## src/logic/rtc_irq_pkg.sv

```systemverilog
// constants for the alarm, periodic interrupt and slow clock output block
// assumes an 8-bit register port and a 25 MHz system clock
package rtc_irq_pkg;
    // system clock
    localparam longint CLK_HZ          = 64'd25_000_000;
    // oscillator that feeds the sub-second divider
    localparam longint OSC_HZ          = 64'd32_768;
    // register port widths
    localparam int     ADDR_W          = 5;
    localparam int     DATA_W          = 8;
    // register offsets
    localparam logic [4:0] SEC_ADDR    = 5'h00; // second counter, write resets divider
    localparam logic [4:0] CTRL1_ADDR  = 5'h0E; // enables, clock enable b, selector
    localparam logic [4:0] CTRL2_ADDR  = 5'h0F; // flags, clock enable a
    localparam logic [4:0] IST_ADDR    = 5'h10; // sticky event status
    localparam logic [4:0] IMASK_ADDR  = 5'h11; // event mask
    // control register 1 fields
    localparam int WEN_BIT             = 7;
    localparam int DEN_BIT             = 6;
    localparam int CKEN_B_BIT          = 4;
    localparam int SEL_LSB             = 0;
    // control register 2 fields
    localparam int CKEN_A_BIT          = 3;
    localparam int PFLAG_BIT           = 2;
    localparam int WFLAG_BIT           = 1;
    localparam int DFLAG_BIT           = 0;
    // status and mask layout
    localparam int EV_DAILY            = 0;
    localparam int EV_WEEKDAY          = 1;
    localparam int EV_PERIODIC         = 2;
    // reset values
    localparam logic [7:0] CTRL_RST    = 8'h00;
    localparam logic [2:0] EV_RST      = 3'h0;
    // periodic selector codes
    localparam logic [2:0] SEL_OFF     = 3'h0;
    localparam logic [2:0] SEL_LOW     = 3'h1;
    localparam logic [2:0] SEL_P2HZ    = 3'h2;
    localparam logic [2:0] SEL_P1HZ    = 3'h3;
    localparam logic [2:0] SEL_L_SEC   = 3'h4;
    localparam logic [2:0] SEL_L_MIN   = 3'h5;
    localparam logic [2:0] SEL_L_HOUR  = 3'h6;
    localparam logic [2:0] SEL_L_MONTH = 3'h7;
    // divider: one second of oscillator ticks
    localparam logic [15:0] DIV_TOP    = 16'h7FFF;
    localparam logic [15:0] HALF_SEC   = 16'h4000;
    localparam logic [15:0] QUART_SEC  = 16'h2000;
    // pulse mode second increment lag
    localparam longint SEC_LAG_NS      = 64'd92_000;
    localparam logic [15:0] SEC_LAG_TICKS = 16'((SEC_LAG_NS * OSC_HZ) / 64'd1_000_000_000);
    // oscillation adjustment step
    localparam int     ADJ_SECONDS     = 20;
    localparam logic [4:0] ADJ_LAST    = 5'(ADJ_SECONDS - 1);
    localparam longint ADJ_MAX_NS      = 64'd3_784_000;
    localparam logic [7:0] ADJ_MAX_TICKS = 8'((ADJ_MAX_NS * OSC_HZ) / 64'd1_000_000_000);
    // bcd values for period boundaries
    localparam logic [6:0] BCD_ZERO    = 7'h00;
    localparam logic [5:0] BCD_DAY1    = 6'h01;
endpackage

```

## src/logic/rtc_irq_clkout.sv

```systemverilog
// alarm comparators, periodic interrupt and gated slow clock output
// assumes time counters outside on clk that step on sec_tick and show new
// values in the next cycle; oscillator arrives as an unsynchronised pin
//
// The placing of the registers and the address-and-strobe port were left to the implementer.
`timescale 1ns/1ns

// Functional notes
// - alarm enable bit 1 arms, 0 disarms
// - flag reads match; write 0 clears, 1 ignored
// - clearing flag keeps enable; next match fires
// - weekday alarm: day,hour,minute; daily: hour,minute
// - selector 000 output off, 001 fixed low
// - 010 2Hz, 011 1Hz, half duty, second-synced
// - level codes: second, minute, hour, month start
// - level mode holds low until flag written 0
// - level falling edge at second increment
// - adjustment shifts period once per 20 seconds
// - pulse mode second increments 92us after fall
// - second write resets divider, pulse output low
// - gated: clock runs if either enable low
// - ungated variant: clock always runs
// - clock gating changes only at clean edges
// - interrupt pin low while any source active
// - bit positions in control registers Eh, Fh
module rtc_irq_clkout
    import rtc_irq_pkg::*;
#(
    parameter bit GATED = 1'b1                              // 0 selects ungated variant
) (
    input  wire logic                        clk,
    input  wire logic                        rst,
    input  wire logic [rtc_irq_pkg::ADDR_W-1:0] addr,
    input  wire logic [rtc_irq_pkg::DATA_W-1:0] wdata,
    input  wire logic                        wr,
    input  wire logic                        rd,
    output logic      [rtc_irq_pkg::DATA_W-1:0] rdata,
    input  wire logic                        osc_in,
    input  wire logic [6:0]                  cur_second,
    input  wire logic [6:0]                  cur_minute,
    input  wire logic [5:0]                  cur_hour,
    input  wire logic [2:0]                  cur_weekday,
    input  wire logic [5:0]                  cur_day,
    input  wire logic [6:0]                  alarm_w_minute,
    input  wire logic [5:0]                  alarm_w_hour,
    input  wire logic [6:0]                  alarm_w_days,
    input  wire logic [6:0]                  alarm_d_minute,
    input  wire logic [5:0]                  alarm_d_hour,
    input  wire logic                        adjust_active,
    input  wire logic signed [7:0]           adjust_ticks,
    output logic                             sec_tick,
    input  wire logic                        irq_out_n_in,
    output logic                             irq_out_n_out,
    output logic                             irq_out_n_oe_n,
    input  wire logic                        slow_clock_out_in,
    output logic                             slow_clock_out_out,
    output logic                             slow_clock_out_oe_n,
    output logic                             irq
);
    import rtc_irq_pkg::*;

    // whole block state
    typedef struct packed {
        logic        osc_s1;      // first sync stage, feeds osc_s2 only
        logic        osc_s2;
        logic        osc_s3;
        logic        osc_lvl;     // accepted oscillator level
        logic [15:0] div;         // sub-second divider
        logic [4:0]  sec20;       // seconds since last adjustment
        logic        lvl_chk;     // evaluate level event next cycle
        logic        wen;
        logic        den;
        logic        cken_a_n;
        logic        cken_b_n;
        logic [2:0]  sel;
        logic        wflag;
        logic        dflag;
        logic        pflag;
        logic        wmatch;      // last weekday match, for edge detect
        logic        dmatch;      // last daily match
        logic [2:0]  ist;         // sticky event status
        logic [2:0]  imask;       // event mask
        logic        gate;        // clock output gate
        logic [7:0]  rdata;
        logic        sec_tick;
        logic        pin_oe_n;
        logic        clk_oe_n;
        logic        irq;
    } state_t;

    state_t s_reg;   // registered state
    state_t s_next;  // next state

    // helper terms
    logic        osc_rise;   // accepted rising edge of oscillator
    logic        pulse_mode;
    logic        level_mode;
    logic [15:0] top;        // divider end value this second
    logic        sec_end;    // divider wraps on this tick
    logic        lag_hit;    // pulse mode delayed increment point
    logic        sec_wr;
    logic        c1_wr;
    logic        c2_wr;
    logic        wmatch_now;
    logic        dmatch_now;
    logic        w_event;
    logic        d_event;
    logic        p_event;
    logic        pulse_low;
    logic        pin_low;
    logic [7:0]  adj_mag;    // clamped adjustment magnitude
    logic [2:0]  ev;

    // edge and mode decode
    always_comb begin
        osc_rise   = (s_reg.osc_s2 == s_reg.osc_s3) && s_reg.osc_s3 && !s_reg.osc_lvl;
        pulse_mode = (s_reg.sel == SEL_P2HZ) || (s_reg.sel == SEL_P1HZ);
        level_mode = s_reg.sel[2];
        sec_wr     = wr && (addr == SEC_ADDR);
        c1_wr      = wr && (addr == CTRL1_ADDR);
        c2_wr      = wr && (addr == CTRL2_ADDR);
    end

    // once every 20 seconds the second is stretched or shortened
    always_comb begin
        adj_mag = adjust_ticks[7] ? 8'(-adjust_ticks) : 8'(adjust_ticks);
        if (adj_mag > ADJ_MAX_TICKS) begin
            adj_mag = ADJ_MAX_TICKS;  // limit of the shift
        end
        top = DIV_TOP;
        if (adjust_active && (s_reg.sec20 == ADJ_LAST)) begin
            // positive value shortens the second, negative lengthens
            if (adjust_ticks[7]) begin
                top = DIV_TOP + {8'h00, adj_mag};
            end else begin
                top = DIV_TOP - {8'h00, adj_mag};
            end
        end
        sec_end = osc_rise && (s_reg.div == top);
        lag_hit = osc_rise && (s_reg.div == (SEC_LAG_TICKS - 16'h0001));
    end

    // alarm comparators; edge of enabled match so a cleared flag stays clear
    // for the rest of the matching minute
    always_comb begin
        wmatch_now = s_reg.wen && alarm_w_days[cur_weekday]
                     && (cur_hour == alarm_w_hour) && (cur_minute == alarm_w_minute);
        dmatch_now = s_reg.den && (cur_hour == alarm_d_hour)
                     && (cur_minute == alarm_d_minute);
        w_event    = wmatch_now && !s_reg.wmatch;
        d_event    = dmatch_now && !s_reg.dmatch;
    end

    // level mode event, judged on the counters in the sec_tick cycle, just before they step
    always_comb begin
        p_event = 1'b0;
        if (s_reg.lvl_chk) begin
            case (s_reg.sel)
                SEL_L_SEC: begin
                    p_event = 1'b1;
                end
                SEL_L_MIN: begin
                    p_event = (cur_second == BCD_ZERO);
                end
                SEL_L_HOUR: begin
                    p_event = (cur_second == BCD_ZERO) && (cur_minute == BCD_ZERO);
                end
                SEL_L_MONTH: begin
                    p_event = (cur_second == BCD_ZERO) && (cur_minute == BCD_ZERO)
                              && (cur_hour == BCD_ZERO[5:0]) && (cur_day == BCD_DAY1);
                end
                default: begin
                    p_event = 1'b0;
                end
            endcase
        end
    end

    // pulse waveform: low in the first half of each period
    always_comb begin
        if (s_reg.sel == SEL_P1HZ) begin
            pulse_low = s_reg.div < HALF_SEC;
        end else begin
            pulse_low = (s_reg.div < QUART_SEC) ||
                        ((s_reg.div >= HALF_SEC) && (s_reg.div < (HALF_SEC + QUART_SEC)));
        end
    end

    // interrupt pin combines every source
    always_comb begin
        pin_low = s_reg.wflag || s_reg.dflag;
        case (s_reg.sel)
            SEL_OFF: begin
                pin_low = pin_low;
            end
            SEL_LOW: begin
                pin_low = 1'b1;
            end
            SEL_P2HZ, SEL_P1HZ: begin
                pin_low = pin_low || pulse_low;
            end
            default: begin
                pin_low = pin_low || s_reg.pflag;
            end
        endcase
    end

    // next state
    always_comb begin
        s_next = s_reg;

        // oscillator sync; a change counts once stages two and three agree
        s_next.osc_s1 = osc_in;
        s_next.osc_s2 = s_reg.osc_s1;
        s_next.osc_s3 = s_reg.osc_s2;
        if (s_reg.osc_s2 == s_reg.osc_s3) begin
            s_next.osc_lvl = s_reg.osc_s3;
        end

        // divider and second increment
        s_next.sec_tick = 1'b0;
        s_next.lvl_chk  = 1'b0;
        if (sec_wr) begin
            // restart sub-second stages; pulse output falls with div at zero
            s_next.div   = 16'h0000;
        end else if (sec_end) begin
            s_next.div   = 16'h0000;
            s_next.sec20 = (s_reg.sec20 == ADJ_LAST) ? 5'h00 : s_reg.sec20 + 5'h01;
            if (!pulse_mode) begin
                s_next.sec_tick = 1'b1;
                s_next.lvl_chk  = level_mode;
            end
        end else if (osc_rise) begin
            s_next.div = s_reg.div + 16'h0001;
        end
        if (pulse_mode && lag_hit && !sec_wr) begin
            s_next.sec_tick = 1'b1;
        end

        // match history
        s_next.wmatch = wmatch_now;
        s_next.dmatch = dmatch_now;

        // control register 1
        if (c1_wr) begin
            s_next.wen      = wdata[WEN_BIT];
            s_next.den      = wdata[DEN_BIT];
            s_next.cken_b_n = wdata[CKEN_B_BIT];
            s_next.sel      = wdata[SEL_LSB +: 3];
        end

        // control register 2 flags: zero clears, one leaves alone
        if (c2_wr) begin
            s_next.cken_a_n = wdata[CKEN_A_BIT];
            s_next.pflag    = s_reg.pflag && wdata[PFLAG_BIT];
            s_next.wflag    = s_reg.wflag && wdata[WFLAG_BIT];
            s_next.dflag    = s_reg.dflag && wdata[DFLAG_BIT];
        end
        // a hardware set in the same cycle wins over the clear
        if (w_event) begin
            s_next.wflag = 1'b1;
        end
        if (d_event) begin
            s_next.dflag = 1'b1;
        end
        if (p_event) begin
            s_next.pflag = 1'b1;
        end

        // sticky status, write one to clear, set wins
        ev = 3'h0;
        ev[EV_DAILY]    = d_event;
        ev[EV_WEEKDAY]  = w_event;
        ev[EV_PERIODIC] = p_event;
        if (wr && (addr == IST_ADDR)) begin
            s_next.ist = s_reg.ist & ~wdata[2:0];
        end
        s_next.ist = s_next.ist | ev;
        if (wr && (addr == IMASK_ADDR)) begin
            s_next.imask = wdata[2:0];
        end
        s_next.irq = |(s_next.ist & s_next.imask);

        // read data only in the cycle after the strobe
        s_next.rdata = 8'h00;
        if (rd) begin
            case (addr)
                CTRL1_ADDR: begin
                    s_next.rdata = {s_reg.wen, s_reg.den, 1'b0, s_reg.cken_b_n, 1'b0, s_reg.sel};
                end
                CTRL2_ADDR: begin
                    s_next.rdata = {4'h0, s_reg.cken_a_n, s_reg.pflag, s_reg.wflag, s_reg.dflag};
                end
                IST_ADDR: begin
                    s_next.rdata = {5'h00, s_reg.ist};
                end
                IMASK_ADDR: begin
                    s_next.rdata = {5'h00, s_reg.imask};
                end
                default: begin
                    s_next.rdata = 8'h00; // unmapped reads as zero
                end
            endcase
        end

        // clock gate moves only on a rising oscillator edge, when the pin is
        // already high, so a pulse is never cut short
        if (osc_rise) begin
            s_next.gate = GATED ? (!s_reg.cken_a_n || !s_reg.cken_b_n) : 1'b1;
        end
        s_next.clk_oe_n = !(s_next.gate && !s_next.osc_lvl);
        s_next.pin_oe_n = !pin_low;
    end

    // single state register
    always_ff @(posedge clk) begin
        if (rst) begin
            s_reg <= '0;
            s_reg.clk_oe_n <= 1'b1;
            s_reg.pin_oe_n <= 1'b1;
            s_reg.gate     <= GATED ? 1'b1 : 1'b1; // both enables default low
            s_reg.wen      <= CTRL_RST[WEN_BIT];
            s_reg.ist      <= EV_RST;
            s_reg.imask    <= EV_RST;
        end else begin
            s_reg <= s_next;
        end
    end

    // ports straight from the register; open-drain pins only drive low
    assign rdata               = s_reg.rdata;
    assign sec_tick            = s_reg.sec_tick;
    assign irq_out_n_out       = 1'b0;
    assign irq_out_n_oe_n      = s_reg.pin_oe_n;
    assign slow_clock_out_out  = 1'b0;
    assign slow_clock_out_oe_n = s_reg.clk_oe_n;
    assign irq                 = s_reg.irq;
endmodule

```

## config.mk

```make
export PLATFORM = sky130hd
export DESIGN_NAME = rtc_irq_clkout
export DESIGN_NICKNAME = d
export VERILOG_FILES = /design/src/logic/rtc_irq_pkg.sv /design/src/logic/rtc_irq_clkout.sv
export SDC_FILE = /design/constraint.sdc
export NUM_CORES = 1
export LEC_CHECK = 0
export ABC_AREA = 1
export BUFFER_PORTS_ARGS = -buffer_cell sky130_fd_sc_hd__buf_2
export CAP_MARGIN = 20
export CORE_MARGIN = 4
export CORE_UTILIZATION = 45
export CTS_CLUSTER_DIAMETER = 200
export CTS_CLUSTER_SIZE = 24
export DETAILED_ROUTE_END_ITERATION = 10
export PLACE_DENSITY_LB_ADDON = 0.05
export SLEW_MARGIN = 15
export SYNTH_ARGS = -nofsm -noshare
export SYNTH_HDL_FRONTEND = slang
export SYNTH_SLANG_ARGS = --single-unit
```

## constraint.sdc

```tcl
create_clock -name clk -period 10.9 [get_ports clk]
set_input_delay 2.18 -clock clk [delete_from_list [all_inputs] [get_ports clk]]
set_output_delay 2.18 -clock clk [all_outputs]
set_load 0.005 [all_outputs]
```

# Word level (Yosys, flattened, before mapping)

Cells that the tools add are included.

Add/sub/neg operators: 5
Magnitude comparators: 6
Equal/unequal tests: 20
Mux-type cells: 24
Bitwise operators: 7
Reduce and logical (&&, ||, !) cells: 56

Operator list:

| operator                | number |
|---|---|
| $lt A16 B15 Y1 const B  | 2 |
| $mux W16                | 2 |
| $pmux W8 S4             | 1 |
| $logic_and A1 B1 Y1     | 27 |
| $add A15 B8 Y16 const A | 1 |
| $add A16 B1 Y16 const B | 1 |
| $eq A16 B16 Y1          | 1 |
| $eq A16 B2 Y1 const B   | 1 |
| $ge A16 B15 Y1 const B  | 1 |
| $lt A16 B14 Y1 const B  | 1 |
| $mux W8                 | 2 |
| $sub A15 B8 Y16 const A | 1 |
| $eq A5 B5 Y1 const B    | 3 |
| $eq A7 B7 Y1            | 2 |
| $logic_not A7 Y1        | 2 |
| $eq A3 B3 Y1 const B    | 4 |
| $eq A6 B6 Y1            | 2 |
| $mux W1                 | 12 |
| $eq A5 B4 Y1 const B    | 2 |
| $logic_not A1 Y1        | 9 |
| $mux W3                 | 3 |
| $gt A8 B7 Y1 const B    | 1 |
| $neg A8 Y8              | 1 |
| $and A3 B3 Y3           | 2 |
| other kinds (22)        | 34 |

Bits in registers: 57
Output and inout port bits: 14
Word-level logic and storage cells: 143

# Depth between registers and ports, before layout

Gate-level depths: netlist (run 1).

Depth after elaboration: 12
Mapped depth: 29
Depth with buffers taken out: 29

# Least setup slack after synthesis (run 1)

Ideal clock, no wire load.

Path kind: in2reg
Start point: input adjust_ticks[0]
End point: register s_reg[40] (netlist name)
Arrival: 4.790 ns
Required time: 10.781 ns
Slack: 5.991 ns
Stages: 27
Path buffers: 1
Path through: inv_2 > ha_1 > inv_1 > nand2_1 > xor2_2 > inv_2 > nand2_2 > nor2_4 > nand2_4 > nand3_1 > nor2_1 > nand3_2 > inv_1 > ha_1 > nand3_1 > xor2_1 > nor3_1 > nand2_1 > nor2_1 > nand2_1 > nor2_1 > nand2_1 > nor2_4 > nand2_1 > nand2_2 > buf_4 > a21oi_1

Word-level cells in the longest chain between the ends: 10
Elaborated cells on any way between the ends: 11

Ends and longest elaborated chain:

| item                                                      | line                                         | RTL |
|---|---|---|
| from (decl)                                               | rtc_irq_clkout.sv:50                         | `input wire logic signed [7:0] adjust_ticks,` |
| $neg A8 Y8                                                | rtc_irq_clkout.sv:126                        | `adj_mag = adjust_ticks[7] ? 8'(-adjust_ticks) : 8'(adjust_ticks);` |
| $mux W8 (*)                                               | rtc_irq_clkout.sv:126                        |  |
| $gt A8 B7 Y1                                              | rtc_irq_clkout.sv:127                        | `if (adj_mag > ADJ_MAX_TICKS) begin` |
| $mux W8 (*)                                               | rtc_irq_clkout.sv:127                        |  |
| $sub A15 B8 Y16 / $add A15 B8 Y16 (equally long branches) | rtc_irq_clkout.sv:136, rtc_irq_clkout.sv:134 |  |
| $mux W16 (*)                                              | rtc_irq_clkout.sv:133                        | `if (adjust_ticks[7]) begin` |
| $mux W16 (*)                                              | rtc_irq_clkout.sv:131                        | `if (adjust_active && (s_reg.sec20 == ADJ_LAST)) begin` |
| $eq A16 B16 Y1 (*)                                        | rtc_irq_clkout.sv:139                        | `sec_end = osc_rise && (s_reg.div == top);` |
| $logic_and A1 B1 Y1 (*)                                   | rtc_irq_clkout.sv:139                        |  |
| $reduce_or A3 Y1 (no line) (*)                            | -                                            |  |
| to (signal assigned)                                      | rtc_irq_clkout.sv:326                        | `s_reg <= s_next;` |
| to (decl)                                                 | rtc_irq_clkout.sv:91                         | `state_t s_reg;` |

Mark *: on every way between the ends. The rest lies on a longest branch, timed or not.
A chain may end at the register's enable or synchronous reset.

# Final worst setup path (run 1)

Start point: input adjust_ticks[0]
End point: register s_reg[43] (netlist name)

The elaborated chain is that of the path after synthesis.

==> impl_metrics.json, run 1 <==
{
  "pwr_density_cell_nw_per_um2": 87.83,
  "rr_worst_depth": 15,
  "max_slew_margin": 0.4500,
  "met1Wirelength_um": 4702,
  "synth.distinct_cells": 45,
  "cts.reportedPaths.clkPinSlew_ns": 0.11,
  "clock_insertion_delay_at_the_later_pin_of_the_skew_report_ns": 0.32,
  "die-height_um": 101.3,
  "met2_wirelength_um": 4755,
  "fill_cells": 882,
  "leakagePower_nw": 2.120,
  "worst-endpoint-arrival_ns": 5.32,
  "finalWeightedCongestion": 0.8915,
  "tritoncts": "yes",
  "dp.final_hpwl_um": 8352,
  "timing.critical_path.fanout_max": 16,
  "avgSynthCellArea_um2": 6.439,
  "kind_of_path_behind_the_tightest_hold_check": "reg2reg",
  "route.final.wire_length_um": 10080,
  "cts_root_buffer": "sky130_fd_sc_hd__clkbuf_8",
  "syn-instance-count": 608,
  "fin_nets": 794,
  "synth-seq-area-share": 0.2864,
  "placement.io_buffers": 98,
  "crit_required_ns": 11.11,
  "worst_setup_path_endpoint": "s_reg[43]",
  "asyncSetResetFlopFracSynth": 0,
  "vdd_ir_drop_max_mv": 0.04998,
  "hold_viol": 0,
  "gr-usage-all-layers": 0.2009,
  "final_common_cell": "sky130_fd_sc_hd__nand2_1",
  "cts.hold.buffers_added": 0,
  "antenna_found_initial": 0,
  "maxCapViolCount": 0,
  "cp-start-kind": "input pin",
  "synth_area_um2": 3915,
  "antenna_cells": 0,
  "rr_startpoint": "s_reg[32]",
  "regToRegEndpoint": "s_reg[43]",
  "cts_max_path_buffers": 2,
  "grt_pass1_wl_um": 17090,
  "ios": 105,
  "setup-violations-final": 0,
  "post-route-drc-count": 0,
  "setup-tns-final_ns": 0,
  "rrSetupSlack_ns": 7.90,
  "core_area_um2": 8341,
  "vias_per_cell": 5.101,
  "dr_total_vias": 4091,
  "synth_enable_flop_cells": 0,
  "drtPass1Iterations": 5,
  "run_status": "finished clean",
  "dieArea_um2": 10260,
  "grt_pass1_vias": 3931,
  "timing.critical_path.from": "adjust_ticks[0]",
  "die_width_um": 101.3,
  "drv_slew": 0,
  "row_count": 33,
  "clock_sink_count": 56,
  "cts.repair.resized": 0,
  "syn_to_final_growth_pct": 15.40,
  "cts_inserted_buffers": 5,
  "final_min_period_over_clock_period": 0.4685,
  "total_of_flip_flops_plus_latches_after_synthesis": 56,
  "final_layout_size_suffix_gt1_frac": 0.2066,
  "period_minus_slack_ns": 5.107,
  "worst-setup-path-type": "in2reg",
  "synth_top_flop_cell": "sky130_fd_sc_hd__dfxtp_1",
  "globalRouteOverflowTotal": 0,
  "commonest_cells_after_routing_fill_and_taps_aside": "115 x sky130_fd_sc_hd__nand2_1, 100 x sky130_fd_sc_hd__inv_1, 98 x sky130_fd_sc_hd__buf_2, 80 x sky130_fd_sc_hd__nor2_1, 56 x sky130_fd_sc_hd__dfxtp_1",
  "count_of_antenna_violating_nets_left_after_detailed_routing": 0,
  "route.met3.wl_um": 453,
  "largest_net_degree_at_the_start_of_global_routing": 22,
  "maxUsedRoutingLayer": "met4",
  "initial_core_util": 0.4694,
  "initialDrtViolationCount": 148,
  "cts_setup_buffers": 0,
  "post_drt_wl_per_cell_um": 12.57,
  "critPathCaptureType": "register",
  "worst_tran_pin_value_ns": 0.8220,
  "cts.htree.levels": 2,
  "max_freq_ghz": 0.1958,
  "total_power_uw": 396.8,
  "largest_reg_flops": 42,
  "grt_setup_unrepaired": "no",
  "synth-warning-count": 0,
  "skew_ns": 0.01279
}
## worst min path at each step
stage                           from    endpoint  slack (ns)  depth (start not counted)
after floorplan           s_next[55]  s_next[54]        0.39                          2
after global placement    s_next[55]  s_next[54]        0.39                          2
after detailed placement  s_next[55]  s_next[54]        0.40                          2
after CTS                 s_next[55]  s_next[54]        0.42                          2
after global routing      s_next[55]  s_next[54]        0.44                          2
final                     s_next[55]  s_next[54]        0.42                          2
## cells in the mapped netlist (all sizes together) (2+ instances only)
cell | count | share of area
nand2 | 122 | 0.12
inv | 105 | 0.10
dfxtp | 56 | 0.29
clkbuf | 5 | 0.0048
nand4 | 19 | 0.032
nor3b | 4 | 0.0077
nor2 | 91 | 0.098
o22ai | 7 | 0.011
nor3 | 16 | 0.020
a211oi | 3 | 0.0058
a21oi | 22 | 0.028
o2111ai | 4 | 0.0089
mux2i | 4 | 0.010
o21ai | 22 | 0.028
or2 | 9 | 0.014
nor4 | 17 | 0.027
o21a | 2 | 0.0038
conb | 2 | 0.0019
xor2 | 12 | 0.029
buf | 14 | 0.026
nand3b | 2 | 0.0038
a221oi | 5 | 0.011
ha | 7 | 0.022
nand3 | 45 | 0.068
xnor2 | 4 | 0.0089
## where the power goes
group          switching (mW)  leakage [nW]  internal (mW)  total, mW
sequential           0.000612         0.452          0.206      0.206
combinational          0.0416          1.63         0.0280     0.0696
clock                  0.0739        0.0423         0.0469      0.121
total                   0.116          2.12          0.281      0.397
## per-stage QoR
step                instance area (um2)  std cells  hold WS, ns  setup slack, ns  utilization
global placement                   4423        794       0.3907            5.438       0.5303
global route                       4518        802       0.4426            5.406       0.5417
floorplan                          3923        610       0.3883            5.991            -
finish                             4518        802       0.4168            5.793       0.5417
CTS                                4518        802       0.4166            5.787       0.5417
detailed placement                 4423        794       0.3996            5.446       0.5303
## critical path, stage by stage
cell	delay, ns
sky130_fd_sc_hd__buf_2	0.10
sky130_fd_sc_hd__inv_2	0.10
sky130_fd_sc_hd__ha_1	0.21
sky130_fd_sc_hd__inv_1	0.05
sky130_fd_sc_hd__nand2_1	0.09
sky130_fd_sc_hd__xor2_2	0.21
sky130_fd_sc_hd__inv_2	0.07
sky130_fd_sc_hd__nand2_2	0.09
sky130_fd_sc_hd__nor2_4	0.04
sky130_fd_sc_hd__nand2_4	0.12
sky130_fd_sc_hd__nand3_2	0.12
sky130_fd_sc_hd__nor2_2	0.15
sky130_fd_sc_hd__nand3_2	0.12
sky130_fd_sc_hd__inv_1	0.07
sky130_fd_sc_hd__ha_1	0.22
sky130_fd_sc_hd__nand3_1	0.09
sky130_fd_sc_hd__xor2_1	0.07
sky130_fd_sc_hd__nor3_1	0.20
sky130_fd_sc_hd__nand2_1	0.07
sky130_fd_sc_hd__nor2_1	0.11
sky130_fd_sc_hd__nand2_1	0.06
sky130_fd_sc_hd__nor2_1	0.08
sky130_fd_sc_hd__nand2_1	0.09
sky130_fd_sc_hd__nor2_4	0.16
sky130_fd_sc_hd__nand2_1	0.08
sky130_fd_sc_hd__nand2_2	0.27
sky130_fd_sc_hd__nor3b_1	0.09
## logic make-up after synthesis
| group | Yosys count | share of synthesized area |
|---|---|---|
| adder cells (fa/ha/maj) | 7 | 0.02237 |
| AO/OA/AOI/OAI | 74 | 0.1157 |
| multiplexers | 4 | 0.01023 |
| AND/OR/NAND/NOR | 325 | 0.3941 |
| other | 2 | 0.001918 |
| flip-flops | 56 | 0.2864 |
| buffers and inverters | 124 | 0.1317 |
| XOR/XNOR | 16 | 0.03771 |
## routing by layer
metal / up-vias / global-route usage
li1: 2151 / -
met1: 1834 / 0.2641
met2: 90 / 0.3410
met3: 16 / 0.03719
met4: 0 / 0.04806
met5: - / 0
## final cells by class
cell class                      instances  area (um2)  area share
Multi-Input combinational cell        430        2286      0.5060
Sequential cell                        56        1121      0.2481
Timing Repair Buffer                   98       490.5      0.1086
Inverter                              105       394.1     0.08723
Tap cell                              105       131.4     0.02908
Clock buffer                            5       68.82     0.01523
Clock inverter                          3       26.28    0.005816
Note: power is estimated with default switching activity, not from simulation.
==> run 2: changes to the inputs <==
==> constraint.sdc (replaced) <==
create_clock -name clk -period 4.8 [get_ports clk]
set_input_delay 0.96 -clock clk [delete_from_list [all_inputs] [get_ports clk]]
set_output_delay 0.96 -clock clk [all_outputs]
set_load 0.005 [all_outputs]
==> impl_metrics.json, run 2 (synthesis gave the netlist of run 1 again) <==
{
  "run_status": "finished clean",
  "row_count": 33,
  "skew_ns": 0.01782,
  "initial_core_util": 0.4694,
  "ios": 105,
  "count_of_antenna_violating_nets_left_after_detailed_routing": 0,
  "clkPwrFrac": 0.302,
  "setup-violations-final": 0,
  "cellInternalPower_uw": 637.4,
  "power.share.switching": 0.2909,
  "timing.critical_path.fanout_max": 16,
  "critical-path-slowest-cell": "sky130_fd_sc_hd__nand2_2",
  "max_slew_margin": 0.5772,
  "dr_total_vias": 4115,
  "maxCapViolCount": 0,
  "cp-start-kind": "input pin",
  "critical_path.max_stage_delay_ns": 0.28,
  "largest_reg_flops": 42,
  "total_power_uw": 898.9,
  "worst-setup-path-type": "in2reg",
  "period_minus_slack_ns": 3.895,
  "pwr-share-seq": 0.521,
  "regToRegEndpoint": "s_reg[39]",
  "core_area_um2": 8341,
  "die-height_um": 101.3,
  "syn_to_final_growth_pct": 15.60,
  "critical-path-top-delay-family": "simple AND/OR/NAND/NOR gates",
  "worst-endpoint-arrival_ns": 4.08,
  "drv_slew": 0,
  "placement.io_buffers": 98,
  "cts_setup_buffers": 0,
  "hold-path-cell-count": 2,
  "rrSetupSlack_ns": 2.23,
  "hold_path_startpoint": "s_next[55]",
  "route.final.wire_length_um": 10030,
  "cts.reportedPaths.clkPinSlew_ns": 0.11,
  "post-route-drc-count": 0,
  "gr-usage-all-layers": 0.1978,
  "p_comb_frac": 0.176,
  "worst_tran_pin_value_ns": 0.6294,
  "cts.repair.resized": 0,
  "fill_cells": 880,
  "final_layout_size_suffix_gt1_frac": 0.2077,
  "antenna_cells": 0,
  "leakagePower_nw": 2.126,
  "fin_nets": 795,
  "rr_worst_depth": 17,
  "tritoncts": "yes",
  "commonest_cells_after_routing_fill_and_taps_aside": "115 x sky130_fd_sc_hd__nand2_1, 100 x sky130_fd_sc_hd__inv_1, 98 x sky130_fd_sc_hd__buf_2, 80 x sky130_fd_sc_hd__nor2_1, 56 x sky130_fd_sc_hd__dfxtp_1",
  "setup-tns-final_ns": 0,
  "antenna_found_initial": 0,
  "clock_insertion_delay_at_the_later_pin_of_the_skew_report_ns": 0.31,
  "dieArea_um2": 10260,
  "finalCoreUtilization": 0.5426,
  "drtPass1Iterations": 4,
  "post_drt_wl_per_cell_um": 12.49,
  "cts_inserted_buffers": 5,
  "kind_of_path_behind_the_tightest_hold_check": "reg2reg",
  "cts_max_path_buffers": 2,
  "clock_sink_count": 56,
  "dp.final_hpwl_um": 8248,
  "initialDrtViolationCount": 135,
  "globalRouteOverflowTotal": 0,
  "vias_per_cell": 5.125,
  "finalWeightedCongestion": 0.9159,
  "timing.critical_path.from": "adjust_ticks[0]",
  "cts.hold.buffers_added": 0,
  "final_min_period_over_clock_period": 0.8114,
  "die_width_um": 101.3,
  "cts.htree.levels": 2,
  "critPathCaptureType": "register",
  "grt_pass1_wl_um": 16780,
  "pwr_density_cell_nw_per_um2": 198.6,
  "max_freq_ghz": 0.2568,
  "rr_startpoint": "s_reg[32]",
  "crit_required_ns": 4.98,
  "timing.critical_path.buf_inv": 5,
  "whs_endpoint": "s_next[54]",
  "p_switching_uw": 261.5,
  "cp_common_cell": "sky130_fd_sc_hd__nand2_1",
  "cts_root_buffer": "sky130_fd_sc_hd__clkbuf_8",
  "grt_pass1_vias": 3787,
  "vdd_ir_drop_max_mv": 0.1300,
  "grt_setup_unrepaired": "no",
  "hold_viol": 0,
  "largest_net_degree_at_the_start_of_global_routing": 22,
  "final_common_cell": "sky130_fd_sc_hd__nand2_1"
}
## run 2: final cells by class
cell class / instances / area (um2) / area share
multi-input cells: 430 / 2286 / 0.5051
flip-flops and latches: 56 / 1121 / 0.2477
repair buffers: 99 / 498.0 / 0.1100
inverters: 105 / 394.1 / 0.08709
well taps: 105 / 131.4 / 0.02903
clock buffers: 5 / 68.82 / 0.01521
clock inverters: 3 / 26.28 / 0.005806
## run 2: through the flow
step	cells	instance area, um2	hold WS, ns	worst slack [ns]
finish	803	4526	0.4167	0.9054
CTS	803	4526	0.4163	0.8652
detailed placement	795	4431	0.3996	0.5561
floorplan	610	3923	0.3883	1.111
global route	803	4526	0.4425	0.5339
global placement	795	4431	0.3908	0.5851
## run 2: metal layers
metal / up-vias / global-route usage / part of all wire
met5: - / 0 / 0
met4: 0 / 0.02454 / 0.0081
met3: 6 / 0.02824 / 0.046
met2: 97 / 0.3446 / 0.47
met1: 1861 / 0.2672 / 0.47
li1: 2151 / - / -
## run 2: worst max path at each step
stage                      endpoint  cells past startpoint
after CTS                 s_reg[38]                     27
after global placement    s_reg[43]                     27
final                     s_reg[39]                     27
after global routing      s_reg[38]                     27
after detailed placement  s_reg[38]                     27
after floorplan           s_reg[40]                     27
## run 2: worst min-delay path: cells and delay by family (launching register included)
kind	cells	cell delay, ns
flip-flops	1	0.32
AND/OR/NAND/NOR	1	0.03
buffers and inverters	1	0.04
## run 2: power by group through the flow
stage | Combinational, mW | Clock [mW] | Sequential [mW]
floorplan | 0.0950 | 0 | 0.479
CTS | 0.158 | 0.276 | 0.469
global placement | 0.154 | 0 | 0.479
finish | 0.158 | 0.272 | 0.469
global route | 0.180 | 0.298 | 0.469
detailed placement | 0.158 | 0 | 0.479
==> run 3: changes to the inputs <==
==> constraint.sdc (replaced) <==
create_clock -name clk -period 3.64 [get_ports clk]
set_input_delay 0.728 -clock clk [delete_from_list [all_inputs] [get_ports clk]]
set_output_delay 0.728 -clock clk [all_outputs]
set_load 0.005 [all_outputs]
==> impl_metrics.json, run 3 (synthesis gave the netlist of run 1 again) <==
{
  "commonest_cells_after_routing_fill_and_taps_aside": "115 x sky130_fd_sc_hd__nand2_1, 100 x sky130_fd_sc_hd__inv_1, 98 x sky130_fd_sc_hd__buf_2, 79 x sky130_fd_sc_hd__nor2_1, 56 x sky130_fd_sc_hd__dfxtp_1",
  "maxCapViolCount": 0,
  "dieArea_um2": 10260,
  "fin_nets": 813,
  "critical-path-top-delay-family": "simple AND/OR/NAND/NOR gates",
  "largest_net_degree_at_the_start_of_global_routing": 19,
  "cts.hold.buffers_added": 0,
  "period_minus_slack_ns": 3.402,
  "critical-path-slowest-cell": "sky130_fd_sc_hd__ha_1",
  "rrSetupSlack_ns": 1.09,
  "cts.reportedPaths.clkPinSlew_ns": 0.10,
  "final_common_cell": "sky130_fd_sc_hd__nand2_1",
  "count_of_antenna_violating_nets_left_after_detailed_routing": 0,
  "initialDrtViolationCount": 180,
  "dp.final_hpwl_um": 8399,
  "grt_pass1_vias": 4015,
  "initial_core_util": 0.4694,
  "setup-violations-final": 0,
  "clock_sink_count": 56,
  "drtPass1Iterations": 5,
  "pwr_density_cell_nw_per_um2": 270.0,
  "syn_to_final_growth_pct": 20.07,
  "cts_inserted_buffers": 5,
  "leakagePower_nw": 2.234,
  "row_count": 33,
  "placement.io_buffers": 98,
  "grt_setup_unrepaired": "no",
  "crit_required_ns": 3.89,
  "dpl_worst_slack_ns": -0.1142,
  "kind_of_path_behind_the_tightest_hold_check": "reg2reg",
  "die-height_um": 101.3,
  "hold_viol": 0,
  "post-route-drc-count": 0,
  "critPathCaptureType": "register",
  "ios": 105,
  "grt_pass1_wl_um": 17460,
  "dr_total_vias": 4137,
  "largest_reg_flops": 42,
  "place.detailed.instances": 813,
  "max_slew_margin": 0.6022,
  "timing.critical_path.fanout_max": 6,
  "run_status": "finished clean",
  "vias_per_cell": 5.039,
  "critical_path.max_stage_delay_ns": 0.26,
  "die_width_um": 101.3,
  "setup-tns-final_ns": 0,
  "worst-setup-path-type": "in2reg",
  "worst_tran_pin_value_ns": 0.5912,
  "final_min_period_over_clock_period": 0.9345,
  "clock_insertion_delay_at_the_later_pin_of_the_skew_report_ns": 0.31,
  "cp-start-kind": "input pin",
  "cp_common_cell": "sky130_fd_sc_hd__nand2_1",
  "max_freq_ghz": 0.2940,
  "skew_ns": 0.01198,
  "timing.critical_path.buf_inv": 5,
  "tritoncts": "yes",
  "holdWs_ns": 0.4138,
  "route.final.wire_length_um": 10110,
  "finalWeightedCongestion": 0.8845,
  "cts.htree.levels": 2,
  "worst-endpoint-arrival_ns": 3.65,
  "drv_slew": 0,
  "antenna_cells": 0,
  "vdd_ir_drop_max_mv": 0.1568,
  "final_setup_margin_ns": 0.2385,
  "gr-usage-all-layers": 0.2044,
  "final_layout_size_suffix_gt1_frac": 0.2291,
  "antenna_found_initial": 0,
  "post_layout_nonfiller_instances": 821,
  "cts_max_path_buffers": 2,
  "core_area_um2": 8341,
  "post_drt_wl_per_cell_um": 12.31,
  "cts_root_buffer": "sky130_fd_sc_hd__clkbuf_8",
  "globalRouteOverflowTotal": 0
}
[run 3: cell types whose count changed in the layout (fill, tap and decap cells not counted), sizes merged]
| cell | previous run | this run |
|---|---|---|
| clkinvlp | 2 | 0 |
| buf | 99 | 117 |
| bufinv | 0 | 1 |
| clkinv | 0 | 1 |
[run 3: repair_timing]
item / 4_1_cts / 5_1_grt
setup buffers: 0 / 0
resized for setup: 0 / 2
setup endpoints to repair: 0 / 1
[run 3: layout make-up]
class | count | area [um2]
Clock inverter | 3 | 46.29
Inverter | 105 | 394.1
Fill cell | 873 | 3640
Clock buffer | 5 | 68.82
Tap cell | 105 | 131.4
Sequential cell | 56 | 1121
Timing Repair Buffer | 117 | 645.6
Multi-Input combinational cell | 430 | 2293
[run 3: metrics by stage]
step                      area, um2    util  total power, mW
after detailed placement       4578  0.5489           0.8598
after global routing           4701  0.5636            1.329
after CTS                      4693  0.5627            1.284
final                          4701  0.5636            1.269
after global placement         4578  0.5489           0.8545
after floorplan                3923       -           0.7572
[run 3: path summary, 6_finish.rpt]
| check | start | endpoint | cells past startpoint |
|---|---|---|---|
| max | adjust_ticks[0] | s_reg[32] | 27 |
| min | s_next[55] | s_next[54] | 2 |
| max reg2reg | s_reg[32] | s_reg[32] | 16 |
| min reg2reg | s_next[55] | s_next[54] | 2 |
[run 3: worst min-delay path, delay by kind of cell, from the launching register on]
family	cells	cell delay (ns)
buf+inv	1	0.04
flops	1	0.32
simple gates	1	0.03
[run 3: where the power goes]
| part | leakage, nW | switching (mW) | internal, mW | total [mW] |
|---|---|---|---|---|
| clock | 0.0600 | 0.213 | 0.209 | 0.422 |
| sequential | 0.452 | 0.00182 | 0.616 | 0.618 |
| combinational | 1.72 | 0.129 | 0.0999 | 0.229 |
| total | 2.23 | 0.344 | 0.925 | 1.27 |
[run 3: per-layer routing]
metal	part of all wire	vias to the layer above	global-route usage	routed length (um)
met3	0.051	14	0.03030	511
met2	0.47	98	0.3516	4751
met5	0	-	0	0
li1	-	2188	-	-
met1	0.47	1837	0.2702	4709
met4	0.014	0	0.04703	138
